## src/hdl/crs_map.vh

```
// Register map, field positions and reset values of the clock, reset and sleep-enable block.
// Assumes a byte-offset register port on the controller peripheral bus, 250 MHz sys_clk.
`ifndef CRS_MAP_VH
`define CRS_MAP_VH

// Register offsets on the peripheral bus
`define CRS_OFS_HB_DIV        8'h04
`define CRS_OFS_STAT_CTRL     8'h08
`define CRS_OFS_HOST_SLEEP    8'h10
`define CRS_OFS_CTRL_SLEEP    8'h14

// Host-bus divisor field
`define CRS_DIV_W             4
`define CRS_DIV_RESET         4'h1
`define CRS_DIV_ZERO          4'h0
`define CRS_DIV_ONE           4'h1

// Status and control bit positions
`define CRS_SC_POWER_GOOD     1
`define CRS_SC_RESET_DRIVE    4
`define CRS_SC_OSC_LOCK       5
`define CRS_SC_DRIVE_RESET    1'b1

// Sleep-enable masks: implemented bits only
`define CRS_HOST_SLEEP_MASK   8'h35
`define CRS_HOST_SLEEP_RESET  8'h00
`define CRS_CTRL_SLEEP_MASK   24'h7F_E1DF
`define CRS_CTRL_SLEEP_RESET  24'h00_0000

// Bus data width and zero fill
`define CRS_DATA_ZERO         32'h0000_0000

// Edge detector settling count after reset
`define CRS_SYNC_SETTLE       3'h5
`define CRS_SETTLE_RESET      3'h0
`define CRS_SETTLE_STEP       3'h1

// Timing: reset assert bound and release bound
`define CRS_CLK_PERIOD_PS     4000
`define CRS_ASSERT_MAX_PS     15000
`define CRS_RELEASE_MAX_PS    46500

`endif

```

## src/hdl/crs_pad_unused.v

```verilog
`timescale 1ns/10ps

```

## src/hdl/crs_sync3.v

```verilog
// Three-stage synchronizer with agreement filter for one asynchronous level.
// Assumes the input is a pin or analog status outside the sys_clk domain.
`timescale 1ns/10ps
module crs_sync3 #(
  parameter RESET_VAL = 1'b0
) (
  input  wire sys_clk,
  input  wire rst_n,
  input  wire async_in,
  output reg  level_ff
);
  reg stage1_ff;
  reg stage2_ff;
  reg stage3_ff;

  // Stage one feeds stage two only; metastability stays contained
  always @(posedge sys_clk or negedge rst_n) begin
    if (!rst_n) begin
      stage1_ff <= RESET_VAL;
      stage2_ff <= RESET_VAL;
      stage3_ff <= RESET_VAL;
      level_ff  <= RESET_VAL;
    end else begin
      stage1_ff <= async_in;
      stage2_ff <= stage1_ff;
      stage3_ff <= stage2_ff;
      if (stage2_ff == stage3_ff) begin
        level_ff <= stage3_ff;
      end
    end
  end
endmodule

```

## src/hdl/crs_top.v

```verilog
// Clock-enable divider, power-good reset control, oscillator lock and sleep-enable registers.
// Assumes same-clock register strobes from the peripheral bus and an mclk_tick pulse per master clock.
`timescale 1ns/10ps
`include "crs_map.vh"
module crs_top #(
  parameter DIV_W       = `CRS_DIV_W,
  parameter HOST_SLP_W  = 8,
  parameter CTRL_SLP_W  = 24,
  parameter DATA_W      = 32,
  parameter ADDR_W      = 8
) (
  input  wire                  sys_clk,
  input  wire                  rst_n,
  input  wire                  mclk_tick,
  input  wire                  main_power_good_pin,
  input  wire                  crystal_stable,
  input  wire                  ring_osc_in_tolerance,
  input  wire [ADDR_W-1:0]     reg_addr,
  input  wire                  reg_wr_en,
  input  wire                  reg_rd_en,
  input  wire [DATA_W-1:0]     reg_wdata,
  output reg  [DATA_W-1:0]     reg_rdata_ff,
  output reg                   reg_rvalid_ff,
  output reg                   host_bus_clk_en_ff,
  output reg                   internal_system_reset_n_ff,
  output reg                   reset_output_pin_n_ff,
  output reg                   power_good_edge_ff,
  output reg  [HOST_SLP_W-1:0] host_sleep_en_ff,
  output reg  [CTRL_SLP_W-1:0] ctrl_sleep_en_ff
);

  // Synchronized levels
  wire power_good_sync;
  wire crystal_sync;
  wire ring_sync;

  // Register state
  reg  [DIV_W-1:0]      host_bus_clock_divisor_ff;
  reg  [DIV_W-1:0]      nxt_host_bus_clock_divisor;
  reg                   reset_drive_bit_ff;
  reg                   nxt_reset_drive_bit;
  reg  [HOST_SLP_W-1:0] nxt_host_sleep_en;
  reg  [CTRL_SLP_W-1:0] nxt_ctrl_sleep_en;

  // Divider state
  reg  [DIV_W-1:0]      div_count_ff;
  reg  [DIV_W-1:0]      nxt_div_count;
  reg                   nxt_host_bus_clk_en;

  // Power-good edge tracking and oscillator lock
  reg                   power_good_prev_ff;
  reg                   oscillator_lock_ff;

  // Settling count and next reset level
  reg  [2:0]            settle_cnt_ff;
  reg  [2:0]            nxt_settle_cnt;
  reg                   nxt_internal_system_reset_n;

  // Read path
  reg  [DATA_W-1:0]     nxt_reg_rdata;
  reg  [7:0]            status_byte;

  // Decoded writes
  wire wr_div;
  wire wr_stat;
  wire wr_host;
  wire wr_ctrl;

  // Reset clear for the reset outputs: a falling power-good pin acts at once
  wire reset_out_clr_n;

  crs_sync3 #(
    .RESET_VAL (1'b0)
  ) u_sync_power_good (
    .sys_clk  (sys_clk),
    .rst_n    (rst_n),
    .async_in (main_power_good_pin),
    .level_ff (power_good_sync)
  );

  crs_sync3 #(
    .RESET_VAL (1'b0)
  ) u_sync_crystal (
    .sys_clk  (sys_clk),
    .rst_n    (rst_n),
    .async_in (crystal_stable),
    .level_ff (crystal_sync)
  );

  crs_sync3 #(
    .RESET_VAL (1'b0)
  ) u_sync_ring (
    .sys_clk  (sys_clk),
    .rst_n    (rst_n),
    .async_in (ring_osc_in_tolerance),
    .level_ff (ring_sync)
  );

  assign wr_div  = reg_wr_en && (reg_addr == `CRS_OFS_HB_DIV);
  assign wr_stat = reg_wr_en && (reg_addr == `CRS_OFS_STAT_CTRL);
  assign wr_host = reg_wr_en && (reg_addr == `CRS_OFS_HOST_SLEEP);
  assign wr_ctrl = reg_wr_en && (reg_addr == `CRS_OFS_CTRL_SLEEP);

  // Pin is asynchronous here on purpose; a synchronized path would take 20 ns
  assign reset_out_clr_n = rst_n & main_power_good_pin;

  // Host-bus divisor register
  always @* begin
    nxt_host_bus_clock_divisor = host_bus_clock_divisor_ff;
    if (wr_div && (reg_wdata[DIV_W-1:0] != `CRS_DIV_ZERO)) begin
      nxt_host_bus_clock_divisor = reg_wdata[DIV_W-1:0];
    end
    // A zero write falls through with the old value kept
  end

  always @(posedge sys_clk or negedge rst_n) begin
    if (!rst_n) begin
      host_bus_clock_divisor_ff <= `CRS_DIV_RESET;
    end else begin
      host_bus_clock_divisor_ff <= nxt_host_bus_clock_divisor;
    end
  end

  // Clock-enable divider over master-clock ticks
  always @* begin
    nxt_div_count       = div_count_ff;
    nxt_host_bus_clk_en = 1'b0;
    if (mclk_tick) begin
      // Compare with >= so a divisor shrunk mid-count wraps at once
      if ((div_count_ff + `CRS_DIV_ONE) >= host_bus_clock_divisor_ff) begin
        nxt_div_count       = `CRS_DIV_ZERO;
        nxt_host_bus_clk_en = 1'b1;
      end else begin
        nxt_div_count = div_count_ff + `CRS_DIV_ONE;
      end
    end
    // Divisor one: every tick passes, the undivided rate
    if (mclk_tick && (host_bus_clock_divisor_ff == `CRS_DIV_ONE)) begin
      nxt_host_bus_clk_en = 1'b1;
    end
  end

  always @(posedge sys_clk or negedge rst_n) begin
    if (!rst_n) begin
      div_count_ff       <= `CRS_DIV_ZERO;
      host_bus_clk_en_ff <= 1'b0;
    end else begin
      div_count_ff       <= nxt_div_count;
      host_bus_clk_en_ff <= nxt_host_bus_clk_en;
    end
  end

  // Reset-drive bit: writes land only with power good
  always @* begin
    nxt_reset_drive_bit = reset_drive_bit_ff;
    if (wr_stat && power_good_sync) begin
      nxt_reset_drive_bit = reg_wdata[`CRS_SC_RESET_DRIVE];
    end
  end

  always @(posedge sys_clk or negedge rst_n) begin
    if (!rst_n) begin
      reset_drive_bit_ff <= `CRS_SC_DRIVE_RESET;
    end else begin
      reset_drive_bit_ff <= nxt_reset_drive_bit;
    end
  end

  // Low power good wins; otherwise the inverse of the drive bit
  // Release waits for the synchronized level, so a pin glitch cannot free it
  always @* begin
    case (power_good_sync)
      1'b0: begin
        nxt_internal_system_reset_n = 1'b0;
      end
      default: begin
        nxt_internal_system_reset_n = ~reset_drive_bit_ff;
      end
    endcase
  end

  // System reset and its pin share one equation and one clear
  always @(posedge sys_clk or negedge reset_out_clr_n) begin
    if (!reset_out_clr_n) begin
      internal_system_reset_n_ff <= 1'b0;
      reset_output_pin_n_ff      <= 1'b0;
    end else begin
      // Internal reset and the pin both follow the inverse of the bit
      internal_system_reset_n_ff <= nxt_internal_system_reset_n;
      reset_output_pin_n_ff      <= nxt_internal_system_reset_n;
    end
  end

  // Edge detector waits for the synchronizer to fill after reset, or the
  // first real sample of a high pin would look like a rising edge
  always @* begin
    nxt_settle_cnt = settle_cnt_ff;
    if (settle_cnt_ff != `CRS_SYNC_SETTLE) begin
      nxt_settle_cnt = settle_cnt_ff + `CRS_SETTLE_STEP;
    end
  end

  // Saturating count of cycles since reset
  always @(posedge sys_clk or negedge rst_n) begin
    if (!rst_n) begin
      settle_cnt_ff <= `CRS_SETTLE_RESET;
    end else begin
      settle_cnt_ff <= nxt_settle_cnt;
    end
  end

  // Either-edge event for the interrupt aggregator; an edge inside the
  // settling window after reset is not reported
  always @(posedge sys_clk or negedge rst_n) begin
    if (!rst_n) begin
      power_good_prev_ff <= 1'b0;
      power_good_edge_ff <= 1'b0;
    end else begin
      power_good_prev_ff <= power_good_sync;
      if (settle_cnt_ff == `CRS_SYNC_SETTLE) begin
        power_good_edge_ff <= power_good_sync ^ power_good_prev_ff;
      end else begin
        power_good_edge_ff <= 1'b0;
      end
    end
  end

  // Lock needs both conditions together
  always @(posedge sys_clk or negedge rst_n) begin
    if (!rst_n) begin
      oscillator_lock_ff <= 1'b0;
    end else begin
      oscillator_lock_ff <= crystal_sync & ring_sync;
    end
  end

  // Sleep-enable registers; masks keep reserved bits at zero
  always @* begin
    nxt_host_sleep_en = host_sleep_en_ff;
    nxt_ctrl_sleep_en = ctrl_sleep_en_ff;
    if (wr_host) begin
      nxt_host_sleep_en = reg_wdata[HOST_SLP_W-1:0] & `CRS_HOST_SLEEP_MASK;
    end
    if (wr_ctrl) begin
      nxt_ctrl_sleep_en = reg_wdata[CTRL_SLP_W-1:0] & `CRS_CTRL_SLEEP_MASK;
    end
  end

  // Bus interface, legacy port and mailbox have no enable here at all
  always @(posedge sys_clk or negedge rst_n) begin
    if (!rst_n) begin
      host_sleep_en_ff <= `CRS_HOST_SLEEP_RESET;
      ctrl_sleep_en_ff <= `CRS_CTRL_SLEEP_RESET;
    end else begin
      host_sleep_en_ff <= nxt_host_sleep_en;
      ctrl_sleep_en_ff <= nxt_ctrl_sleep_en;
    end
  end

  // Status byte assembly
  always @* begin
    status_byte                      = 8'h00;
    status_byte[`CRS_SC_POWER_GOOD]  = power_good_sync;
    status_byte[`CRS_SC_RESET_DRIVE] = reset_drive_bit_ff;
    status_byte[`CRS_SC_OSC_LOCK]    = oscillator_lock_ff;
  end

  // Read mux; unmapped offsets answer zero
  always @* begin
    nxt_reg_rdata = `CRS_DATA_ZERO;
    case (reg_addr)
      `CRS_OFS_HB_DIV: begin
        nxt_reg_rdata[DIV_W-1:0] = host_bus_clock_divisor_ff;
      end
      `CRS_OFS_STAT_CTRL: begin
        nxt_reg_rdata[7:0] = status_byte;
      end
      `CRS_OFS_HOST_SLEEP: begin
        nxt_reg_rdata[HOST_SLP_W-1:0] = host_sleep_en_ff;
      end
      `CRS_OFS_CTRL_SLEEP: begin
        nxt_reg_rdata[CTRL_SLP_W-1:0] = ctrl_sleep_en_ff;
      end
      default: begin
        nxt_reg_rdata = `CRS_DATA_ZERO;
      end
    endcase
  end

  // Read data holds until the next read
  always @(posedge sys_clk or negedge rst_n) begin
    if (!rst_n) begin
      reg_rdata_ff  <= `CRS_DATA_ZERO;
      reg_rvalid_ff <= 1'b0;
    end else begin
      reg_rvalid_ff <= reg_rd_en;
      if (reg_rd_en) begin
        reg_rdata_ff <= nxt_reg_rdata;
      end
    end
  end

endmodule

```

## config.mk

```make
export PLATFORM = sky130hd
export DESIGN_NAME = crs_top
export DESIGN_NICKNAME = d
export VERILOG_FILES = /design/src/hdl/crs_pad_unused.v /design/src/hdl/crs_sync3.v /design/src/hdl/crs_top.v
export VERILOG_INCLUDE_DIRS = /design/src /design/src/hdl
export SDC_FILE = /design/constraint.sdc
export NUM_CORES = 1
export LEC_CHECK = 0
export BUFFER_PORTS_ARGS = -buffer_cell sky130_fd_sc_hd__buf_2
export CAP_MARGIN = 20
export CORE_MARGIN = 2
export CORE_UTILIZATION = 53
export DETAILED_ROUTE_END_ITERATION = 16
export PLACE_DENSITY = 0.94
export REMOVE_ABC_BUFFERS = 1
export SYNTH_ARGS = -nofsm -noshare
export SYNTH_HDL_FRONTEND = slang
export SYNTH_SLANG_ARGS = --single-unit
```

## constraint.sdc

```tcl
create_clock -name sys_clk -period 3.5 [get_ports sys_clk]
set_input_delay 0.7 -clock sys_clk [delete_from_list [all_inputs] [get_ports sys_clk]]
set_output_delay 0.7 -clock sys_clk [all_outputs]
set_load 0.1 [all_outputs]
```

==> results.cfg <==
[clock_network]
cts_made_buffers = 9
post_cts.repair.setup_buffers = 0
tritoncts = yes
cts.hold.buffers_added = 0
clock-sinks = 71
cts.root.buffer_cell = sky130_fd_sc_hd__clkbuf_8
reg_clk_slew_reported_paths_ns = 0.07
cts-root-to-sink-buffers = 2
postCtsResizedCells = 0
cts-htree-levels = 3
worst_skew_pair.late_latency_ns = 0.35

[synth]
synthFlopType = sky130_fd_sc_hd__dfrtp_1
synth-warning-count = 0
synth_edf_count = 0
netlist.area_leader.share = 0.543
post_synth_num_cell_types = 41
synthCells = 256
ys_seq_elements = 71
post-synth-top-area-cell = sky130_fd_sc_hd__dfrtp_1
synth.avg_cell_area_um2 = 12.4
synth_async_sr_flop_share = 1.00
mappedNetlistArea_um2 = 3180
synthTopCellsByArea = sky130_fd_sc_hd__dfrtp_1 54%, sky130_fd_sc_hd__mux2_2 6.0%, sky130_fd_sc_hd__buf_4 5.9%
yosysSeqAreaShare = 0.559

[sta]
period_minus_slack_ns = 2.38
slew_headroom = 0.432
maxSlewViolCount = 0
top_achievable_clock_speed_mhz = 421
worstMarginPinSlew_ns = 0.852
timing.final.hold_violations = 0
fin_setup_tns_ns = 0
grt_setup_unrepaired = no
final.period_utilization = 0.679
clock_skew_ns = 0.0100
timing.hold.ws_ns = 0.229
setup_violations = 0

[worst_setup_path]
critical_path.endpoint_type = flop
element_type_at_the_critical_path_start = primary input
critPathRequiredTime_ns = 3.73
timing_worst_setup_path_type = in -> reg
path_cells = buf_2 > or4_1 > nor2_1 > buf_4 > and4_1 > buf_12 > mux2_2
worstPathMaxFanout = 14
worstPathArrival_ns = 2.60
critical_path.slowest_cell = sky130_fd_sc_hd__or4_1
cpPeakStageDelay_ns = 0.51

[layout]
stdcell_count = 418
nets = 393
antennaDiodeCount = 0
seqCellArea_um2 = 1780
fillCellCount = 460
area_growth_syn_to_layout_pct = 18.7
layout.core_utilization = 0.646
fin_area_um2 = 3780
area_of_the_multi_input_gates_um2 = 1180
layout-drive-gt1-share = 0.414

[die]
num_rows = 28
design.portCount = 117
die-width_um = 81.5
die_ht_um = 81.5
design.die.area_um2 = 6640
coreArea_um2 = 5850
start_util = 0.544

[global_routing]
grt_max_degree = 72
first_global_vias = 2184
first_pass_grt_wire_length_mm = 10.0
grt-ovfl-total = 0
grt_use_total = 0.202
grt_antenna_before_repair = 0

[pwr]
max-vdd-ir-drop_mv = 0.406
p_leak_nw = 1.99
p_per_area_nw_per_um2 = 577

[detailed_routing]
avgRoutedWirePerCell_um = 14.5
vias = 2168
route.detailed.vias_per_inst = 5.19
post-route-drc-count = 0
dr.pass1.iters = 4
met1Wirelength_mm = 2.44
routed.top_layer = met4
ant_nets = 0
detailroute.wirelength.met3_um = 522
dr.first_iter.drc_count = 128
finalWirelength_mm = 6.07
wl_met2_mm = 3.02

[placed_design]
numPlacedInstances = 402
buffer_ports.inserted = 80
dp_hpwl_mm = 4.28
place_congestion = 0.931
placement.cell_area_um2 = 3540

[job]
maxCapViolCount = 0

[min_path]
min_path_type = in -> async

[outcome]
outcome = complete, no violations
==> registers in the layout, summed over array words and instances (netlist names), 3 cells and up <==
name / cells
div_count_ff: 4
settle_cnt_ff: 3
host_bus_clock_divisor_ff: 4
host_sleep_en_ff: 4
reg_rdata_ff: 19
ctrl_sleep_en_ff: 18
==> layer usage <==
layer  up-vias  GRT usage
li1       1000          -
met1      1074      0.248
met2        82      0.328
met3        12     0.0681
met4         0     0.0814
met5         -          0
==> synthesized netlist by cell type (all sizes together), types with 5 or more instances <==
cell type   n
a31o       13
buf        29
clkbuf      5
dfrtp      69
ha          7
inv        13
mux2       27
nand2       8
nand3       6
nor2       10
nor2b      17
o21ai       9
o22ai       6
==> critical path, delay by kind of cell <==
kind / cells / cell delay, ns
buffers and inverters: 3 / 0.49
muxes: 1 / 0.34
and+or+nand+nor: 3 / 1.06
==> per-stage QoR <==
step | setup WS, ns | total power [mW]
after floorplan | 0.612 | 1.31
after global placement | 0.808 | 1.40
after detailed placement | 0.744 | 1.42
after CTS | 1.11 | 2.19
after global routing | 1.09 | 2.28
final | 1.12 | 2.18
==> placed cells by master (no fill, tap or decap), types with 2 or more instances in the layout <==
| cell type | instances |
|---|---|
| sky130_fd_sc_hd__a21oi_1 | 3 |
| sky130_fd_sc_hd__a22oi_1 | 2 |
| sky130_fd_sc_hd__a31o_2 | 13 |
| sky130_fd_sc_hd__and2_1 | 2 |
| sky130_fd_sc_hd__and3_1 | 2 |
| sky130_fd_sc_hd__buf_2 | 80 |
| sky130_fd_sc_hd__buf_4 | 2 |
| sky130_fd_sc_hd__bufinv_16 | 3 |
| sky130_fd_sc_hd__clkbuf_8 | 9 |
| sky130_fd_sc_hd__clkinv_2 | 2 |
| sky130_fd_sc_hd__conb_1 | 23 |
| sky130_fd_sc_hd__dfrtp_1 | 69 |
| sky130_fd_sc_hd__dfstp_2 | 2 |
| sky130_fd_sc_hd__ha_1 | 7 |
| sky130_fd_sc_hd__inv_1 | 13 |
| sky130_fd_sc_hd__maj3_1 | 3 |
| sky130_fd_sc_hd__mux2_2 | 17 |
| sky130_fd_sc_hd__mux2_4 | 10 |
| sky130_fd_sc_hd__nand2_1 | 8 |
| sky130_fd_sc_hd__nand2b_1 | 3 |
| sky130_fd_sc_hd__nand3_1 | 6 |
| sky130_fd_sc_hd__nor2_1 | 10 |
| sky130_fd_sc_hd__nor2b_1 | 17 |
| sky130_fd_sc_hd__o21ai_0 | 9 |
| sky130_fd_sc_hd__o22ai_1 | 6 |
| sky130_fd_sc_hd__or4_1 | 2 |
| sky130_fd_sc_hd__xnor2_1 | 2 |
| sky130_fd_sc_hd__xor2_1 | 2 |
==> worst paths after layout <==
check                                         startpoint                  endpoint  slack, ns  cells after the start
worst max-delay path                         reg_addr[7]       ctrl_sleep_en_ff[8]       1.12                      7
worst min-delay path                 main_power_good_pin     reset_output_pin_n_ff       0.23                      2
worst max register to register           div_count_ff[0]        host_bus_clk_en_ff       1.64                      6
worst min register to register  u_sync_crystal.stage1_ff  u_sync_crystal.stage2_ff       0.35                      0
max in group asynchronous                          rst_n     reset_output_pin_n_ff       2.37                      3
min in group sys_clk            u_sync_crystal.stage1_ff  u_sync_crystal.stage2_ff       0.35                      0
==> cells by family after synthesis <==
family / after synthesis / synth area share
flip-flops: 71 / 0.559
AND/OR/NAND/NOR: 56 / 0.0999
buffers and inverters: 47 / 0.0948
AO/OA/AOI/OAI: 40 / 0.0897
multiplexers: 27 / 0.107
adder cells (fa/ha/maj): 10 / 0.0370
XOR/XNOR: 4 / 0.0110
other: 1 / 0.00118
==> layout make-up <==
type | count | share of cell area
clock inverter | 6 | 0.0288
multi-input combinational | 160 | 0.313
tap | 75 | 0.0248
inverter | 13 | 0.0129
sequential | 71 | 0.471
timing repair buffer | 83 | 0.115
clock buffer | 10 | 0.0338
==> where the power goes <==
group | internal [mW] | switching, mW
Clock | 0.472 | 0.301
Sequential | 0.875 | 0.0415
Combinational | 0.115 | 0.375
Total | 1.46 | 0.717
No activity file was read; power rests on OpenSTA's default activity.
